File: src/hw/dmrc_pkg.sv
/*
  Constants, types and helpers for the two-channel DMA run control block.
  Assumes a 32-bit Avalon-MM slave port with byte addresses and one clock.
*/
// Behaviour
// RQ1 - Enable bit 7 gates channel and clock
// RQ2 - Setting pending arms channel to await trigger
// RQ3 - Armed channel starts on software or selected trigger
// RQ4 - Pending reads one until transfer completes
// RQ5 - Hardware clears pending when transfer finishes
// RQ6 - Writing pending zero aborts running transfer
// RQ7 - Enable may change only while not pending
// RQ8 - Software stops: clear pending, then enable
// RQ9 - Reset clears both control registers
// RQ10 - Single-bit and whole-byte writes both accepted
// RQ11 - Two independent channels, each own register
// RQ12 - Bits six to one read zero
// RQ13 - Normal completion raises interrupt, abort does not
package dmrc_pkg;

  // Bus shape
  localparam int ADDR_W = 22;
  localparam int IDX_W  = 20;
  localparam int NUM_CH = 2;
  localparam int SEL_W  = 4;
  localparam int LANE_W = 8;
  localparam int SRC_MAX = 16;

  // Register indexes; byte address is four times the index
  localparam logic [19:0] IDX_RUN_CTL0   = 20'hfffbc;
  localparam logic [19:0] IDX_RUN_CTL1   = 20'hfffbd;
  localparam logic [19:0] IDX_IRQ_STATUS = 20'hfffc0;
  localparam logic [19:0] IDX_IRQ_MASK   = 20'hfffc1;
  localparam logic [19:0] IDX_TRIG_SEL   = 20'hfffc2;
  localparam logic [19:0] IDX_SW_TRIG    = 20'hfffc3;
  localparam logic [19:0] IDX_BIT_SET    = 20'hfffc4;
  localparam logic [19:0] IDX_BIT_CLR    = 20'hfffc5;

  // Field positions and reset values
  localparam int         RUN_ENABLE_BIT  = 7;
  localparam int         RUN_PENDING_BIT = 0;
  localparam logic [7:0] RUN_CTL_RESET   = 8'h00;
  localparam logic [1:0] IRQ_RESET       = 2'h0;
  localparam logic [3:0] TRIG_SEL_RESET  = 4'h0;

  // Kind of control write
  typedef enum logic [1:0] {DMRC_WR_BYTE, DMRC_WR_SET, DMRC_WR_CLR} dmrc_wr_e;

  // Channel sequencer states
  typedef enum logic [1:0] {DMRC_IDLE, DMRC_ARMED, DMRC_RUN} dmrc_seq_e;

  // Software-visible control flags of a channel
  typedef struct packed {
    logic enable;
    logic pending;
  } dmrc_ctl_s;

  // Event pulses out of a sequencer
  typedef struct packed {
    logic start;
    logic abort;
    logic finish;
  } dmrc_evt_s;

  // Flags requested by a byte, bit-set or bit-clear write
  function automatic dmrc_ctl_s dmrc_merge(dmrc_ctl_s cur, logic [7:0] d, dmrc_wr_e kind);
    dmrc_ctl_s r;
    r = cur;
    case (kind)
      DMRC_WR_BYTE: r = '{enable: d[RUN_ENABLE_BIT], pending: d[RUN_PENDING_BIT]};
      DMRC_WR_SET: begin
        r.enable  = cur.enable | d[RUN_ENABLE_BIT];
        r.pending = cur.pending | d[RUN_PENDING_BIT];
      end
      DMRC_WR_CLR: begin
        r.enable  = cur.enable & ~d[RUN_ENABLE_BIT];
        r.pending = cur.pending & ~d[RUN_PENDING_BIT];
      end
      default: r = cur;
    endcase
    return r;
  endfunction

endpackage

File: src/hw/dmrc_chan_seq.sv
/*
  Run sequencer of one DMA channel: idle, armed, running.
  Assumes arm and disarm are one-cycle requests, never together.
*/
`timescale 1ns/1ns
module dmrc_chan_seq (
  // Clock and reset
  input  wire logic                clk,
  input  wire logic                rst_b,
  // Control
  input  wire logic                enable,
  input  wire logic                arm,
  input  wire logic                disarm,
  input  wire logic                trigger,
  input  wire logic                done,
  // Status
  output logic                     pending,
  output logic                     active,
  output dmrc_pkg::dmrc_evt_s      evt
);

  dmrc_pkg::dmrc_seq_e state;       // Current state
  dmrc_pkg::dmrc_seq_e next_state;  // Next state
  dmrc_pkg::dmrc_evt_s next_evt;    // Next event pulses

  // Stopped clock means no trigger or completion is seen
  always_comb begin
    next_state = state;
    case (state)
      dmrc_pkg::DMRC_IDLE: begin
        // Arming waits for a trigger, never starts at once; see RQ2
        if (arm) begin
          next_state = dmrc_pkg::DMRC_ARMED;
        end
      end
      dmrc_pkg::DMRC_ARMED: begin
        if (disarm) begin
          next_state = dmrc_pkg::DMRC_IDLE;
        end else if (enable && trigger) begin  // see RQ3, see RQ1
          next_state = dmrc_pkg::DMRC_RUN;
        end
      end
      dmrc_pkg::DMRC_RUN: begin
        // Abort wins over completion in the same cycle; see RQ6
        if (disarm) begin
          next_state = dmrc_pkg::DMRC_IDLE;
        end else if (enable && done) begin  // see RQ5
          next_state = dmrc_pkg::DMRC_IDLE;
        end
      end
      default: next_state = dmrc_pkg::DMRC_IDLE;
    endcase
  end

  // Pulses derived from the transition taken
  always_comb begin
    next_evt.start  = (state == dmrc_pkg::DMRC_ARMED) && (next_state == dmrc_pkg::DMRC_RUN);
    next_evt.abort  = (state != dmrc_pkg::DMRC_IDLE) && disarm;  // see RQ6, see RQ8
    next_evt.finish = (state == dmrc_pkg::DMRC_RUN) && !disarm && enable && done;  // see RQ13
  end

  // State and pulse registers
  always_ff @(posedge clk) begin
    if (!rst_b) begin
      state <= dmrc_pkg::DMRC_IDLE;  // see RQ9
      evt   <= '0;
    end else begin
      state <= next_state;
      evt   <= next_evt;
    end
  end

  // Pending until done or aborted; see RQ4
  assign pending = (state != dmrc_pkg::DMRC_IDLE);
  assign active  = (state == dmrc_pkg::DMRC_RUN);

endmodule

File: src/hw/dmrc_run_control.sv
/*
  Run control of a two-channel DMA controller with Avalon-MM registers.
  Assumes an external data mover that reports transfer completion.
*/
// The Avalon-MM register port is this design's own decision.
`timescale 1ns/1ns
module dmrc_run_control #(
  parameter int NUM_SRC = 16  // Start sources wired in
) (
  // Clock and reset
  input  wire logic                         clk,
  input  wire logic                         rst_b,
  // Avalon-MM slave
  input  wire logic [dmrc_pkg::ADDR_W-1:0]  address,
  input  wire logic                         read,
  input  wire logic                         write,
  input  wire logic [31:0]                  writedata,
  input  wire logic [3:0]                   byteenable,
  output logic      [31:0]                  readdata,
  output logic                              waitrequest,
  // Trigger sources and data mover
  input  wire logic [NUM_SRC-1:0]           start_src,
  input  wire logic [dmrc_pkg::NUM_CH-1:0]  xfer_done,
  // Channel outputs
  output logic      [dmrc_pkg::NUM_CH-1:0]  chan_clk_en,
  output logic      [dmrc_pkg::NUM_CH-1:0]  xfer_start,
  output logic      [dmrc_pkg::NUM_CH-1:0]  xfer_active,
  output logic      [dmrc_pkg::NUM_CH-1:0]  xfer_abort,
  output logic      [dmrc_pkg::NUM_CH-1:0]  transfer_done_irq,
  // Interrupt
  output logic                              irq
);

  localparam int NCH = dmrc_pkg::NUM_CH;
  localparam int SW  = dmrc_pkg::SEL_W;
  localparam int LW  = dmrc_pkg::LANE_W;

  // A source list wider than the selector can address cannot be served
  if (NUM_SRC < 1 || NUM_SRC > dmrc_pkg::SRC_MAX) begin : g_bad_src
    $error("NUM_SRC must lie between 1 and 16");
  end

  // Bus handshake state
  logic served;                          // Second cycle of a request
  wire  req     = read | write;          // Any request
  wire  wr_go   = write & served;        // Write takes effect
  wire  rd_take = read & ~served;        // Read data captured

  // Register decode
  wire [dmrc_pkg::IDX_W-1:0] idx = address[dmrc_pkg::ADDR_W-1:2];
  wire hit_status = (idx == dmrc_pkg::IDX_IRQ_STATUS);
  wire hit_mask   = (idx == dmrc_pkg::IDX_IRQ_MASK);
  wire hit_sel    = (idx == dmrc_pkg::IDX_TRIG_SEL);
  wire hit_swtrig = (idx == dmrc_pkg::IDX_SW_TRIG);
  wire hit_set    = (idx == dmrc_pkg::IDX_BIT_SET);
  wire hit_clr    = (idx == dmrc_pkg::IDX_BIT_CLR);

  // Channel registers and status
  logic [NCH-1:0]         chan_en;       // Enable flags
  logic [NCH-1:0]         next_chan_en;  // Next enable flags
  logic [NCH-1:0][SW-1:0] trig_sel;      // Start source per channel
  logic [NCH-1:0][SW-1:0] next_trig_sel; // Next start source
  logic [NCH-1:0]         irq_status;    // Sticky completion flags
  logic [NCH-1:0]         next_status;   // Next sticky flags
  logic [NCH-1:0]         irq_mask;      // Interrupt mask
  logic [NCH-1:0]         next_mask;     // Next mask
  logic [NCH-1:0]         pend;          // Pending flags
  logic [NCH-1:0]         arm;           // Pending set request
  logic [NCH-1:0]         disarm;        // Pending clear request
  logic [NCH-1:0]         trig;          // Trigger seen
  logic [NCH-1:0]         sw_trig;       // Software trigger pulse
  logic [NCH-1:0]         hit_run;       // Control register hit
  logic [NCH-1:0][7:0]    run_byte;      // Control byte readback
  logic [31:0]            rd_mux;        // Selected read value

  // Unused selector codes see a quiet source
  wire [dmrc_pkg::SRC_MAX-1:0] src_pad = dmrc_pkg::SRC_MAX'(start_src);

  // One wait cycle on every access
  assign waitrequest = req & ~served;

  // Per-channel control; see RQ11
  for (genvar n = 0; n < NCH; n++) begin : g_ch
    dmrc_pkg::dmrc_ctl_s cur;           // Present flags
    dmrc_pkg::dmrc_ctl_s want;          // Flags asked by the write
    dmrc_pkg::dmrc_wr_e  kind;          // Byte, set or clear write
    dmrc_pkg::dmrc_evt_s evt;           // Sequencer pulses
    logic [7:0]          wdata;         // Byte aimed at this channel
    logic                wr_byte;       // Whole-byte write
    logic                wr_set;        // Bit-set write
    logic                wr_clr;        // Bit-clear write
    logic                any_wr;        // Any control write
    logic                stat_clr;      // Write-one-to-clear

    // Address of each channel register
    assign hit_run[n] = (idx == dmrc_pkg::IDX_W'(dmrc_pkg::IDX_RUN_CTL0 + n));

    // Byte writes use lane 0, bit writes the channel lane; see RQ10
    assign wr_byte = wr_go & hit_run[n] & byteenable[0];
    assign wr_set  = wr_go & hit_set & byteenable[n];
    assign wr_clr  = wr_go & hit_clr & byteenable[n];
    assign any_wr  = wr_byte | wr_set | wr_clr;
    assign wdata   = wr_byte ? writedata[7:0] : writedata[LW*n +: LW];
    assign kind    = wr_set ? dmrc_pkg::DMRC_WR_SET :
                     wr_clr ? dmrc_pkg::DMRC_WR_CLR : dmrc_pkg::DMRC_WR_BYTE;

    // Merge request with present flags
    assign cur  = '{enable: chan_en[n], pending: pend[n]};
    assign want = dmrc_pkg::dmrc_merge(cur, wdata, kind);

    // Writing one arms, writing zero aborts; see RQ2, see RQ6
    assign arm[n]    = any_wr & want.pending & ~pend[n];
    assign disarm[n] = any_wr & ~want.pending & pend[n];

    // Enable frozen while pending, so a stray write is dropped; see RQ7
    assign next_chan_en[n] = (any_wr & ~pend[n]) ? want.enable : chan_en[n];

    // Start source select, one nibble per lane
    assign next_trig_sel[n] = (wr_go & hit_sel & byteenable[n]) ? writedata[LW*n +: SW] : trig_sel[n];

    // Software trigger or selected source; see RQ3
    assign sw_trig[n] = wr_go & hit_swtrig & byteenable[0] & writedata[n];
    assign trig[n]    = sw_trig[n] | src_pad[trig_sel[n]];

    // Completion sets, a one clears; a set wins; see RQ13
    assign stat_clr       = wr_go & hit_status & byteenable[0] & writedata[n];
    assign next_status[n] = evt.finish | (irq_status[n] & ~stat_clr);

    // Readback: bits six to one read zero; see RQ12, see RQ4
    assign run_byte[n] = {chan_en[n], 6'h00, pend[n]};

    // Sequencer of this channel
    dmrc_chan_seq u_seq (
      .clk     (clk),
      .rst_b   (rst_b),
      .enable  (chan_en[n]),
      .arm     (arm[n]),
      .disarm  (disarm[n]),
      .trigger (trig[n]),
      .done    (xfer_done[n]),
      .pending (pend[n]),
      .active  (xfer_active[n]),
      .evt     (evt)
    );

    // Pulse outputs from sequencer flops
    assign xfer_start[n]        = evt.start;
    assign xfer_abort[n]        = evt.abort;
    assign transfer_done_irq[n] = evt.finish;

    // A disabled channel never starts
    property p_gate_start;
      @(posedge clk) disable iff (!rst_b)
      xfer_start[n] |-> $past(chan_en[n]);
    endproperty
    a_gate_start: assert property (p_gate_start) else $error("start while disabled"); // see RQ1

    // Arming waits, it does not run at once
    property p_arm_wait;
      @(posedge clk) disable iff (!rst_b)
      arm[n] |=> pend[n] && !xfer_active[n] && !xfer_start[n];
    endproperty
    a_arm_wait: assert property (p_arm_wait) else $error("arm did not wait"); // see RQ2

    // Trigger on an armed, enabled channel starts it next cycle
    property p_trig_start;
      @(posedge clk) disable iff (!rst_b)
      (pend[n] && !xfer_active[n] && chan_en[n] && trig[n] && !disarm[n]) |=> xfer_start[n] && xfer_active[n];
    endproperty
    a_trig_start: assert property (p_trig_start) else $error("trigger ignored"); // see RQ3

    // Running implies pending
    property p_pend_busy;
      @(posedge clk) disable iff (!rst_b)
      xfer_active[n] |-> pend[n] && run_byte[n][dmrc_pkg::RUN_PENDING_BIT];
    endproperty
    a_pend_busy: assert property (p_pend_busy) else $error("busy without pending"); // see RQ4

    // Completion clears pending and pulses once
    property p_auto_clear;
      @(posedge clk) disable iff (!rst_b)
      (xfer_active[n] && chan_en[n] && xfer_done[n] && !disarm[n])
        |=> !pend[n] && transfer_done_irq[n] ##1 !transfer_done_irq[n];
    endproperty
    a_auto_clear: assert property (p_auto_clear) else $error("no auto clear"); // see RQ5

    // Abort stops the run without a completion
    property p_abort;
      @(posedge clk) disable iff (!rst_b)
      (xfer_active[n] && disarm[n]) |=> !xfer_active[n] && xfer_abort[n] && !transfer_done_irq[n];
    endproperty
    a_abort: assert property (p_abort) else $error("abort failed"); // see RQ6

    // Enable holds while pending
    property p_en_locked;
      @(posedge clk) disable iff (!rst_b)
      pend[n] |=> $stable(chan_en[n]);
    endproperty
    a_en_locked: assert property (p_en_locked) else $error("enable changed while pending"); // see RQ7

    // Control byte is zero after reset
    property p_reset_zero;
      @(posedge clk) disable iff (!rst_b)
      $rose(rst_b) |-> run_byte[n] == dmrc_pkg::RUN_CTL_RESET && !xfer_active[n];
    endproperty
    a_reset_zero: assert property (p_reset_zero) else $error("control not cleared"); // see RQ9

    // Bit-set of pending arms an idle channel
    property p_bit_set;
      @(posedge clk) disable iff (!rst_b)
      (wr_set && wdata[dmrc_pkg::RUN_PENDING_BIT] && !pend[n]) |=> pend[n];
    endproperty
    a_bit_set: assert property (p_bit_set) else $error("bit set lost"); // see RQ10

    // Sticky flag holds until cleared
    property p_sticky;
      @(posedge clk) disable iff (!rst_b)
      (irq_status[n] && !stat_clr) |=> irq_status[n];
    endproperty
    a_sticky: assert property (p_sticky) else $error("status not sticky"); // see RQ13
  end

  // Mask write
  assign next_mask = (wr_go & hit_mask & byteenable[0]) ? writedata[NCH-1:0] : irq_mask;

  // Read select; unmapped reads return zero
  assign rd_mux = hit_run[0] ? {24'h000000, run_byte[0]} :
                  hit_run[1] ? {24'h000000, run_byte[1]} :
                  hit_status ? {30'h0, irq_status} :
                  hit_mask   ? {30'h0, irq_mask} :
                  hit_sel    ? {16'h0000, 4'h0, trig_sel[1], 4'h0, trig_sel[0]} :
                  32'h00000000;

  // Reserved bits of a control read are zero
  property p_reserved;
    @(posedge clk) disable iff (!rst_b)
    (rd_take && |hit_run) |=> readdata[6:1] == 6'h00 && readdata[31:8] == 24'h000000;
  endproperty
  a_reserved: assert property (p_reserved) else $error("reserved bits set"); // see RQ12

  // Bus and register state
  always_ff @(posedge clk) begin
    if (!rst_b) begin
      served     <= 1'b0;
      readdata   <= 32'h00000000;
      chan_en    <= '0;  // see RQ9
      trig_sel   <= {NCH{dmrc_pkg::TRIG_SEL_RESET}};
      irq_status <= dmrc_pkg::IRQ_RESET;
      irq_mask   <= dmrc_pkg::IRQ_RESET;
    end else begin
      served     <= req & ~served;
      readdata   <= rd_take ? rd_mux : readdata;
      chan_en    <= next_chan_en;
      trig_sel   <= next_trig_sel;
      irq_status <= next_status;
      irq_mask   <= next_mask;
    end
  end

  // Clock gate follows enable; see RQ1
  assign chan_clk_en = chan_en;

  // Level interrupt while an unmasked flag stands
  assign irq = |(irq_status & irq_mask);

endmodule

File: config.mk
export PLATFORM = sky130hd
export DESIGN_NAME = dmrc_run_control
export DESIGN_NICKNAME = d
export VERILOG_FILES = /design/src/hw/dmrc_pkg.sv /design/src/hw/dmrc_chan_seq.sv /design/src/hw/dmrc_run_control.sv
export SDC_FILE = /design/constraint.sdc
export NUM_CORES = 1
export LEC_CHECK = 0
export ABC_AREA = 1
export BUFFER_PORTS_ARGS = -buffer_cell sky130_fd_sc_hd__buf_2
export CAP_MARGIN = 20
export CORE_ASPECT_RATIO = 1.5
export CORE_UTILIZATION = 35
export DETAILED_ROUTE_END_ITERATION = 16
export PLACE_DENSITY = 0.74
export SLEW_MARGIN = 20
export SYNTH_ARGS = -nofsm -noshare
export SYNTH_HDL_FRONTEND = slang
export SYNTH_SLANG_ARGS = --single-unit
File: constraint.sdc
create_clock -name clk -period 1.5 [get_ports clk]
set_clock_uncertainty 0.05 [all_clocks]
set_input_delay 0.075 -clock clk [delete_from_list [all_inputs] [get_ports clk]]
set_output_delay 0.075 -clock clk [all_outputs]
set_load 0.02 [all_outputs]
### Word level (Yosys, flattened, before mapping)

Index checks and enable logic that the tools add are counted.

* magnitude comparators: 2
* equality and inequality tests: 18
* muxes and demuxes: 28
* bitwise gates (word level): 67
* reductions and logical operators: 27

Operators by type and width (count)
* equality test 20 bit, second input constant: 8
* two-way mux 12 bit: 5
* AND 1 bit: 42
* two-way mux 2 bit: 14
* case mux 2 bit (3 select lines): 4
* logical AND 1 bit: 14
* OR 1 bit: 13
* equality test 2 bit, second input constant: 6
* inverter 1 bit: 11
* less-than comparator 4 x 5 -> 1 bit, second input constant: 2
* binary-select mux 1 bit (select 4 bit): 2
* equality test 2 x 1 -> 1 bit, second input constant: 4
* zero test 2 bit: 4
* two-way mux 8 bit: 1
* nonzero test 3 bit: 2
* AND reduction 2 bit: 2
* nonzero test 2 bit: 2
* AND 2 bit: 1
* zero test 1 bit: 2
* two-way mux 1 bit: 2
* OR reduction 2 bit: 1

* bits in registers: 57
* input bits: 80
* output and inout port bits: 44
* logic and storage cells: 158

### Depth between registers and ports, before layout

Gate-level depths: netlist of run 1.

* depth after elaboration: 14
* depth in mapped cells: 12
* depth with buffers taken out: 12

### By module

Synthesis of run 1 repeated with hierarchy kept, for this count alone.

* cell total of the unflattened synthesis: 371
* area total of the unflattened synthesis: 2366.0 um^2

Modules (own cells, without submodules)
* dmrc_run_control: times used 1, cells each 319, area an instance 1968.1 um^2, sequential area each 480.5 um^2
* dmrc_chan_seq: times used 2, cells each 26, area an instance 198.9 um^2, sequential area each 100.1 um^2

### Worst setup path after synthesis of run 1

Ideal clock, no wire load.

* path kind: register -> register
* start: register served
* end: register chan_en[0], in the netlist chan_clk_en[0]
* setup time: 132 ps
* arrival time: 1203 ps
* data required time: 1318 ps
* slack: 115 ps
* stages on the path, launching flop included: 10
* buffers on the path: 0
* clock period less this slack: 1385 ps
* cell sequence: dfxtp_1 > nand2_2 > inv_2 > nand3_1 > nand2_2 > nand3_2 > nand2_2 > nand2_1 > o21ai_0 > a21oi_1

* cells in the longest elaborated chain, start to end: 8
* elaborated cells on any way between the ends: 18
* classes of those cells: 2 x eq/ne; 3 x mux; 10 x bitwise; 3 x reduce/logical

Ends and longest elaborated chain
* from (decl): RTL line dmrc_run_control.sv:44 `logic served;`
* from (signal assigned): RTL line dmrc_run_control.sv:251 `served <= req & ~served;`
* AND 1 bit (*): RTL line dmrc_run_control.sv:46 `wire wr_go = write & served;`
* AND 1 bit (2 in series): RTL line dmrc_run_control.sv:101 `assign wr_clr = wr_go & hit_clr & byteenable[n];`
* two-way mux 2 bit: RTL line dmrc_run_control.sv:105 `wr_clr ? dmrc_pkg::DMRC_WR_CLR : dmrc_pkg::DMRC_WR_BYTE;`
* two-way mux 2 bit: RTL line dmrc_run_control.sv:104 `assign kind = wr_set ? dmrc_pkg::DMRC_WR_SET :`
* equality test 2 bit (tied with other cells): RTL line dmrc_pkg.sv:69 `case (kind)`
* nonzero test 3 bit (no source line)
* AND reduction 2 bit (no source line)
* to (signal assigned): RTL line dmrc_run_control.sv:253 `chan_en <= next_chan_en;`
* to (decl): RTL line dmrc_run_control.sv:59 `logic [NCH-1:0] chan_en;`

Mark *: on every way between the ends. The rest lies on a longest branch, timed or not.
A chain may end at the register's enable or synchronous reset.

### Worst setup path in the final report of run 1

* start: register trig_sel[4] in the netlist's numbering
* end: register g_ch[1].u_seq.state[0]

* cells in the longest elaborated chain, start to end: 7

Ends and longest elaborated chain
* from (decl): RTL line dmrc_run_control.sv:61 `logic [NCH-1:0][SW-1:0] trig_sel;`
* from (signal assigned): RTL line dmrc_run_control.sv:247 `trig_sel <= {NCH{dmrc_pkg::TRIG_SEL_RESET}};`
* from (signal assigned): RTL line dmrc_run_control.sv:254 `trig_sel <= next_trig_sel;`
* binary-select mux 1 bit (select 4 bit): RTL line dmrc_run_control.sv:123 `assign trig[n] = sw_trig[n] | src_pad[trig_sel[n]];`
* two-way mux 1 bit (implied by the code): RTL line dmrc_run_control.sv:123
* OR 1 bit: RTL line dmrc_run_control.sv:123
* logical AND 1 bit: RTL line dmrc_chan_seq.sv:39 `end else if (enable && trigger) begin`
* two-way mux 2 bit: RTL line dmrc_chan_seq.sv:39
* two-way mux 2 bit: RTL line dmrc_chan_seq.sv:37 `if (disarm) begin`
* case mux 2 bit (3 select lines): RTL line dmrc_chan_seq.sv:29 `case (state)`
* to (signal assigned): RTL line dmrc_chan_seq.sv:65 `state <= dmrc_pkg::DMRC_IDLE;`
* to (signal assigned): RTL line dmrc_chan_seq.sv:68 `state <= next_state;`
* to (decl): RTL line dmrc_chan_seq.sv:22 `dmrc_pkg::dmrc_seq_e state;`

Every way passes these cells. The select of a mux whose other input is x is not followed.

==> results of run 1 <==
==> power groups by stage <==
stage | Sequential, mW | Clock, mW | Combinational (mW)
2_1_floorplan | 0.937 | 0 | 0.209
3_3_place_gp | 0.932 | 0 | 0.301
3_5_place_dp | 0.932 | 0 | 0.304
4_1_cts | 0.911 | 0.716 | 0.309
5_1_grt | 0.912 | 0.764 | 0.356
6_report | 0.912 | 0.697 | 0.321
==> timing repair <==
action | 4_1_cts | 5_1_grt
setup endpoints to repair | 5 | 12
cloned | 0 | 0
hold endpoints to repair | 1 | 0
setup buffers | 0 | 1
resized for setup | 2 | 17
pin swaps | 1 | 2
hold buffers | 1 | 0
==> cell families (layout without fill, tap and decap cells) <==
| family | after synthesis | in the layout |
|---|---|---|
| AND/OR/NAND/NOR | 187 | 187 |
| buffers and inverters | 86 | 152 |
| AO/OA/AOI/OAI | 61 | 61 |
| flip-flops | 34 | 34 |
| other | 1 | 23 |
==> through the flow <==
| stage | utilization [%] | setup WS [ps] | hold slack, ps | power, mW | TNS [ps] |
|---|---|---|---|---|---|
| after floorplan | - | 115 | 163 | 1.15 | 0 |
| after global placement | 43.6 | 7.79 | 294 | 1.23 | 0 |
| after detailed placement | 43.6 | -41.6 | 303 | 1.24 | -103 |
| after CTS | 45.4 | 11.2 | 17.7 | 1.94 | 0 |
| after global routing | 46.5 | 4.44 | 39.4 | 2.03 | 0 |
| final | 46.5 | 97.5 | 23.0 | 1.93 | 0 |
==> state kept, by name, summed over array words and instances, names as in the netlist <==
name              flops
g_ch.u_seq.evt        6
chan_clk_en           2
irq_status            2
trig_sel              8
served                1
readdata              9
g_ch.u_seq.state      4
irq_mask              2
==> layout by cell type, fill, tap and decap left out, types with 2 or more instances in the layout <==
cell      Yosys  layout
inv_1        45      45
a21oi_1      29      28
nor2_8        2       2
nor2_1       37      35
nor3_2        2       3
o21ai_1       1       2
nor3_1        3       2
nand3_1      48      45
o211ai_1      8       8
clkinv_1      3       3
dfxtp_1      34      32
nor2_2        5       6
nand2_2       9       6
buf_12        0       2
nor2_4        1       2
nand3_2       5       6
nand2_1      64      64
buf_4        27      15
conb_1        1      23
buf_2         3      74
nand4_1       4       4
o21ai_0      20      19
nand2_4       1       4
clkbuf_8      0       6
inv_2         4       3
a21oi_2       2       2
dfxtp_2       0       2
and3_1        2       2
nand3_4       2       4
==> layer usage <==
metal  vias up  part of all wire, %  GRT usage, %
li1       1321                    -             -
met1      1122                   39          18.4
met2        87                   54          33.4
met3        21                  5.3          4.28
met4         0                  2.6          6.71
met5         -                    0             0
==> cell type report <==
type	count	area [um2]
fillers	687	3520
multi-input cells	271	1450
flip-flops and latches	34	683
repair buffers	92	533
inverters	52	200
well taps	76	95.1
clock buffers	6	82.6
clock inverters	2	12.5
==> final timing paths <==
check	cells after the start	to	startpoint
max	9	g_ch[1].u_seq.state[0]	trig_sel[4]
min	3	served	read
max reg2reg	9	g_ch[1].u_seq.state[0]	trig_sel[4]
min reg2reg	2	readdata[2]	readdata[2]
==> worst reg2reg max path, cell delays in order, from the launching register on <==
cell	delay, ps
dfxtp_1	350
buf_12	150
a21oi_1	130
o21ai_0	90
nand3_1	90
nand3_1	90
nand3_2	110
nand2_1	70
a21oi_2	130
nor2_2	40
==> flow_summary.toml, run 1 <==
[status]
status = "finished, final reports clean"

[route]
drt_wl_total_mm = 6.31
drt_iter0_markers = 102
ant_nets = 0
wl_per_cell_um = 11.8
dr.pass1.iters = 4
vias_per_cell = 4.79
via_count = 2551
drc_errors = 0

[worst_setup_path]
critPathRequiredTime_ps = 1630
cpMostUsedCell = "nand3_1"
r2r_setup_slack_ps = 100
worstPathCellList = "buf_12, a21oi_1, o21ai_0, nand3_1, nand3_1, nand3_2, nand2_1, a21oi_2, nor2_2"
end_kind = "register"
start_kind = "register"
crit_buf_inv = 1
crit_path_max_incr_delay_ps = 350
crit_type = "reg2reg"
path_max_fanout = 15
slowest_stage = "dfxtp_1"
cpLargestDelayFamily = "simple AND/OR/NAND/NOR gates"
crit_arrival_ps = 1530

[clock_tree]
cts_buffers = 5
clk_pin_slew_worst_paths_ps = 70
htree_levels = 2
clk_latency_ps = 280
cts_buffer_depth = 2
cts_sinks = 34
cts_tree = "done"
root_buffer = "clkbuf_8"

[grt]
antenna_found_initial = 0
grt_max_degree = 16
grt_pass1_vias = 2431
grt_pass1_wl_mm = 10.4
grt-ovfl-total = 0
grtUsageTotal_pct = 17.7

[power_and_ir_drop]
pwr-share-clk_pct = 36.1
combPwrFrac_pct = 16.6
internal_power_mw = 1.39
p_switching_uw = 538
switching_share_pct = 27.9
p_leak_nw = 1.47
peakVddDrop_uv = 466
powerDensity_mw_per_mm2 = 630
power_frac_seq_pct = 47.3

[timing]
finalCriticalPeriod_ps = 1400
setup_viol = 0
slew_violations = 0
hold_violations = 0
fin_crit_sh_pct = 93.5
rsz0062_at_grt = "no"
timing.fmax_mhz = 713

[logic_synthesis]
avgSynthCellArea_um2 = 6.53
syn_area_mm2 = 0.00241
async_reset_ff_share_pct = 0
yosys_warnings = 0
yosys.area.top_type = "dfxtp_1"
synth_ff_type = "dfxtp_1"
syn-instance-count = 369
synthMuxAreaShare_pct = 0
synthXorXnorAreaFrac_pct = 0
ys_top_cells_by_area = "dfxtp_1, nand3_1, nand2_1"
yosys-top-cells-count = "nand2_1, nand3_1, inv_1, nor2_1, dfxtp_1"
yosysMostFrequentCell = "nand2_1"
synth-simple-area-share_pct = 39.9
synth_top_family_by_area = "simple AND/OR/NAND/NOR gates"
synth-compound-area-share_pct = 13.9
ys_seq_area_share_pct = 28.3
synth_edf_count = 0
yosysTopAreaCellShare_pct = 28.3
synth-seq-cells = 34
synth.distinct_cells = 30
synthAdderAreaFrac_pct = 0

[final_layout]
instances_no_fill = 533
drive_gt1_share_pct = 31.3
nets = 536
synthToLayoutAreaGrowth_pct = 27.1
stdcell_area_mm2 = 0.00306
insertedDiodeCount = 0

[floorplan]
core_area_mm2 = 0.00658
ioPinCount = 124
start_util_pct = 36.6
die_h_um = 104
fp-row-count = 36
die_x_um = 69.7
die_area_mm2 = 0.00722

[placement]
dpl_cell_area_mm2 = 0.00287
port_buffers = 74
gp_congestion = 0.857
dp_hpwl_mm = 5.20
dp.cells = 523

[hold_path]
holdCritPathClass = "in2reg"

[run]
maxCapViolCount = 0
No activity file was read; power rests on OpenSTA's default activity.
==> run 2: changes to the inputs <==
--- a/config.mk
+++ b/config.mk
@@ -9,9 +9,9 @@
 export BUFFER_PORTS_ARGS = -buffer_cell sky130_fd_sc_hd__buf_2
 export CAP_MARGIN = 20
 export CORE_ASPECT_RATIO = 1.5
-export CORE_UTILIZATION = 35
+export CORE_UTILIZATION = 40
 export DETAILED_ROUTE_END_ITERATION = 16
-export PLACE_DENSITY = 0.74
+export PLACE_DENSITY = 0.82
 export SLEW_MARGIN = 20
 export SYNTH_ARGS = -nofsm -noshare
 export SYNTH_HDL_FRONTEND = slang
==> run 2 against run 1 <==
Compared with the run above:
- hold slack improved by 5.2 ps
- utilization up 6.9 points
- die area down 12%
- global-route usage rose by 3.0 points
- critical endpoint is now g_ch[1].u_seq.evt[0]
- fmax down 3.5%
- clock power rose by 22%
- cell area up 0.98%
- worst setup slack got worse by 51 ps
- cell count is 1.3% lower
- routed wire length up 3.3%
- clock-buffer cell count is the same
- highest routed layer unchanged
==> flow_summary.toml, run 2 (synthesized netlist as in run 1, its figures left out) <==
[power_and_ir_drop]
combPwrFrac_pct = 15.5
p_leak_nw = 1.48
internal_power_mw = 1.55
switching_share_pct = 25.7
powerDensity_mw_per_mm2 = 676
p_switching_uw = 537
pwr-share-clk_pct = 40.9
power_frac_seq_pct = 43.7
peakVddDrop_uv = 584

[final_layout]
nets = 534
final_core_util_pct = 53.4
regMostFlops = "readdata"
final_common_cell = "buf_2"
instances_no_fill = 526
largestRegisters = "readdata: 9 flops, trig_sel: 8 flops, g_ch.u_seq.evt: 6 flops"
drive_gt1_share_pct = 31.7
final_cell_mix = "buf_2, nand2_1, inv_1, nand3_1, nor2_1"
insertedDiodeCount = 0
largest_reg_flops = 9
synthToLayoutAreaGrowth_pct = 28.3

[clock_tree]
htree_levels = 2
clk_pin_slew_worst_paths_ps = 70
cts_buffer_depth = 2
cts_sinks = 34
cts_buffers = 5
clk_latency_ps = 280
cts_tree = "done"
root_buffer = "clkbuf_8"

[hold_path]
holdPathStages = 3
min_from = "writedata[10]"
holdCritPathClass = "in2reg"

[worst_setup_path]
path_max_fanout = 4
r2r_start = "served"
start_kind = "register"
r2r_cells = 8
crit_arrival_ps = 1580
critPathRequiredTime_ps = 1620
cp-startpoint = "served"
crit_type = "reg2reg"
end_kind = "register"

[timing]
timing.fmax_mhz = 688
hold_violations = 0
finalCriticalPeriod_ps = 1450
setup_tns_ps = 0
hold_slack_ps = 28.3
slew_violations = 0
setup_viol = 0
fin_crit_sh_pct = 96.9
rsz0062_at_grt = "yes"

[placement]
port_buffers = 74
dp_hpwl_mm = 5.14
gp_congestion = 0.920
dp.cells = 516

[route]
dr.pass1.iters = 4
drt_iter0_markers = 101
via_count = 2565
vias_per_cell = 4.88
ant_nets = 0
drt_wl_total_mm = 6.52
wl_per_cell_um = 12.4
drc_errors = 0

[floorplan]
fp-row-count = 34
die_x_um = 65.4
core_area_mm2 = 0.00579
die_h_um = 97.0
start_util_pct = 41.6
ioPinCount = 124
die_area_mm2 = 0.00634

[grt]
grt-ovfl-total = 0
grt_pass1_vias = 2413
antenna_found_initial = 0
grt_max_degree = 16
grt_pass1_wl_mm = 10.3
grtUsageTotal_pct = 20.7

[status]
status = "finished, final reports clean"

[run]
maxCapViolCount = 0
==> run 2: changes by cell type in the layout (fill, tap and decap cells not counted), sizes merged <==
| cell | before | now |
|---|---|---|
| clkinv | 4 | 3 |
| clkinvlp | 1 | 0 |
| buf | 91 | 89 |
| bufinv | 0 | 1 |
==> run 2: cell type report <==
class                           instances  area [um2]
Fill cell                             576        2700
Clock inverter                          1        30.0
Timing Repair Buffer                   90         518
Clock buffer                            6        82.6
Tap cell                               72        90.1
Multi-Input combinational cell        271        1480
Inverter                               52         200
Sequential cell                        34         686
==> run 2: per-stage QoR <==
stage                     worst slack [ps]  power, mW  area, um2
after detailed placement             -34.7       1.23       2840
after floorplan                        115       1.15       2490
after CTS                             19.4       2.09       3000
after global routing                 -40.5       2.17       3090
after global placement                37.3       1.23       2840
final                                 46.2       2.09       3090
==> run 2: worst paths after layout <==
path                            slack, ps              endpoint
worst max-delay path                   50  g_ch[1].u_seq.evt[0]
worst min-delay path                   30           trig_sel[6]
worst min register to register        420           irq_mask[0]
worst max register to register         50  g_ch[1].u_seq.evt[0]
==> run 2: power groups by stage <==
stage | sequential, mW | combinational (mW) | clock [mW]
2_1_floorplan | 0.937 | 0.209 | 0
3_3_place_gp | 0.932 | 0.296 | 0
3_5_place_dp | 0.932 | 0.300 | 0
4_1_cts | 0.911 | 0.309 | 0.871
5_1_grt | 0.912 | 0.357 | 0.904
6_report | 0.912 | 0.323 | 0.853
==> run 2: per-layer routing <==
| metal | global-route usage [%] | up-vias | part of all wire [%] |
|---|---|---|---|
| met1 | 22.4 | 1132 | 38 |
| met5 | 0 | - | 0 |
| li1 | - | 1315 | - |
| met2 | 38.9 | 100 | 55 |
| met3 | 3.07 | 18 | 5.7 |
| met4 | 7.36 | 0 | 2.0 |
==> run 2: worst max-delay path, cell delays in order (launching register included) <==
cell     delay [ps]
dfxtp_2         350
nand2_4          80
inv_6            90
nand3_4         100
nand2_4         140
nand3_4         100
nand2_1         130
nand3_4         120
and3_1          170
==> run 2: repair_timing <==
| item | in CTS | in global routing |
|---|---|---|
| setup endpoints to repair | 5 | 10 |
| endpoints found under the hold margin | 1 | 0 |
| pin swaps | 4 | 8 |
| setup buffers | 1 | 1 |
| hold buffers | 1 | 0 |
| gates resized for setup | 6 | 20 |
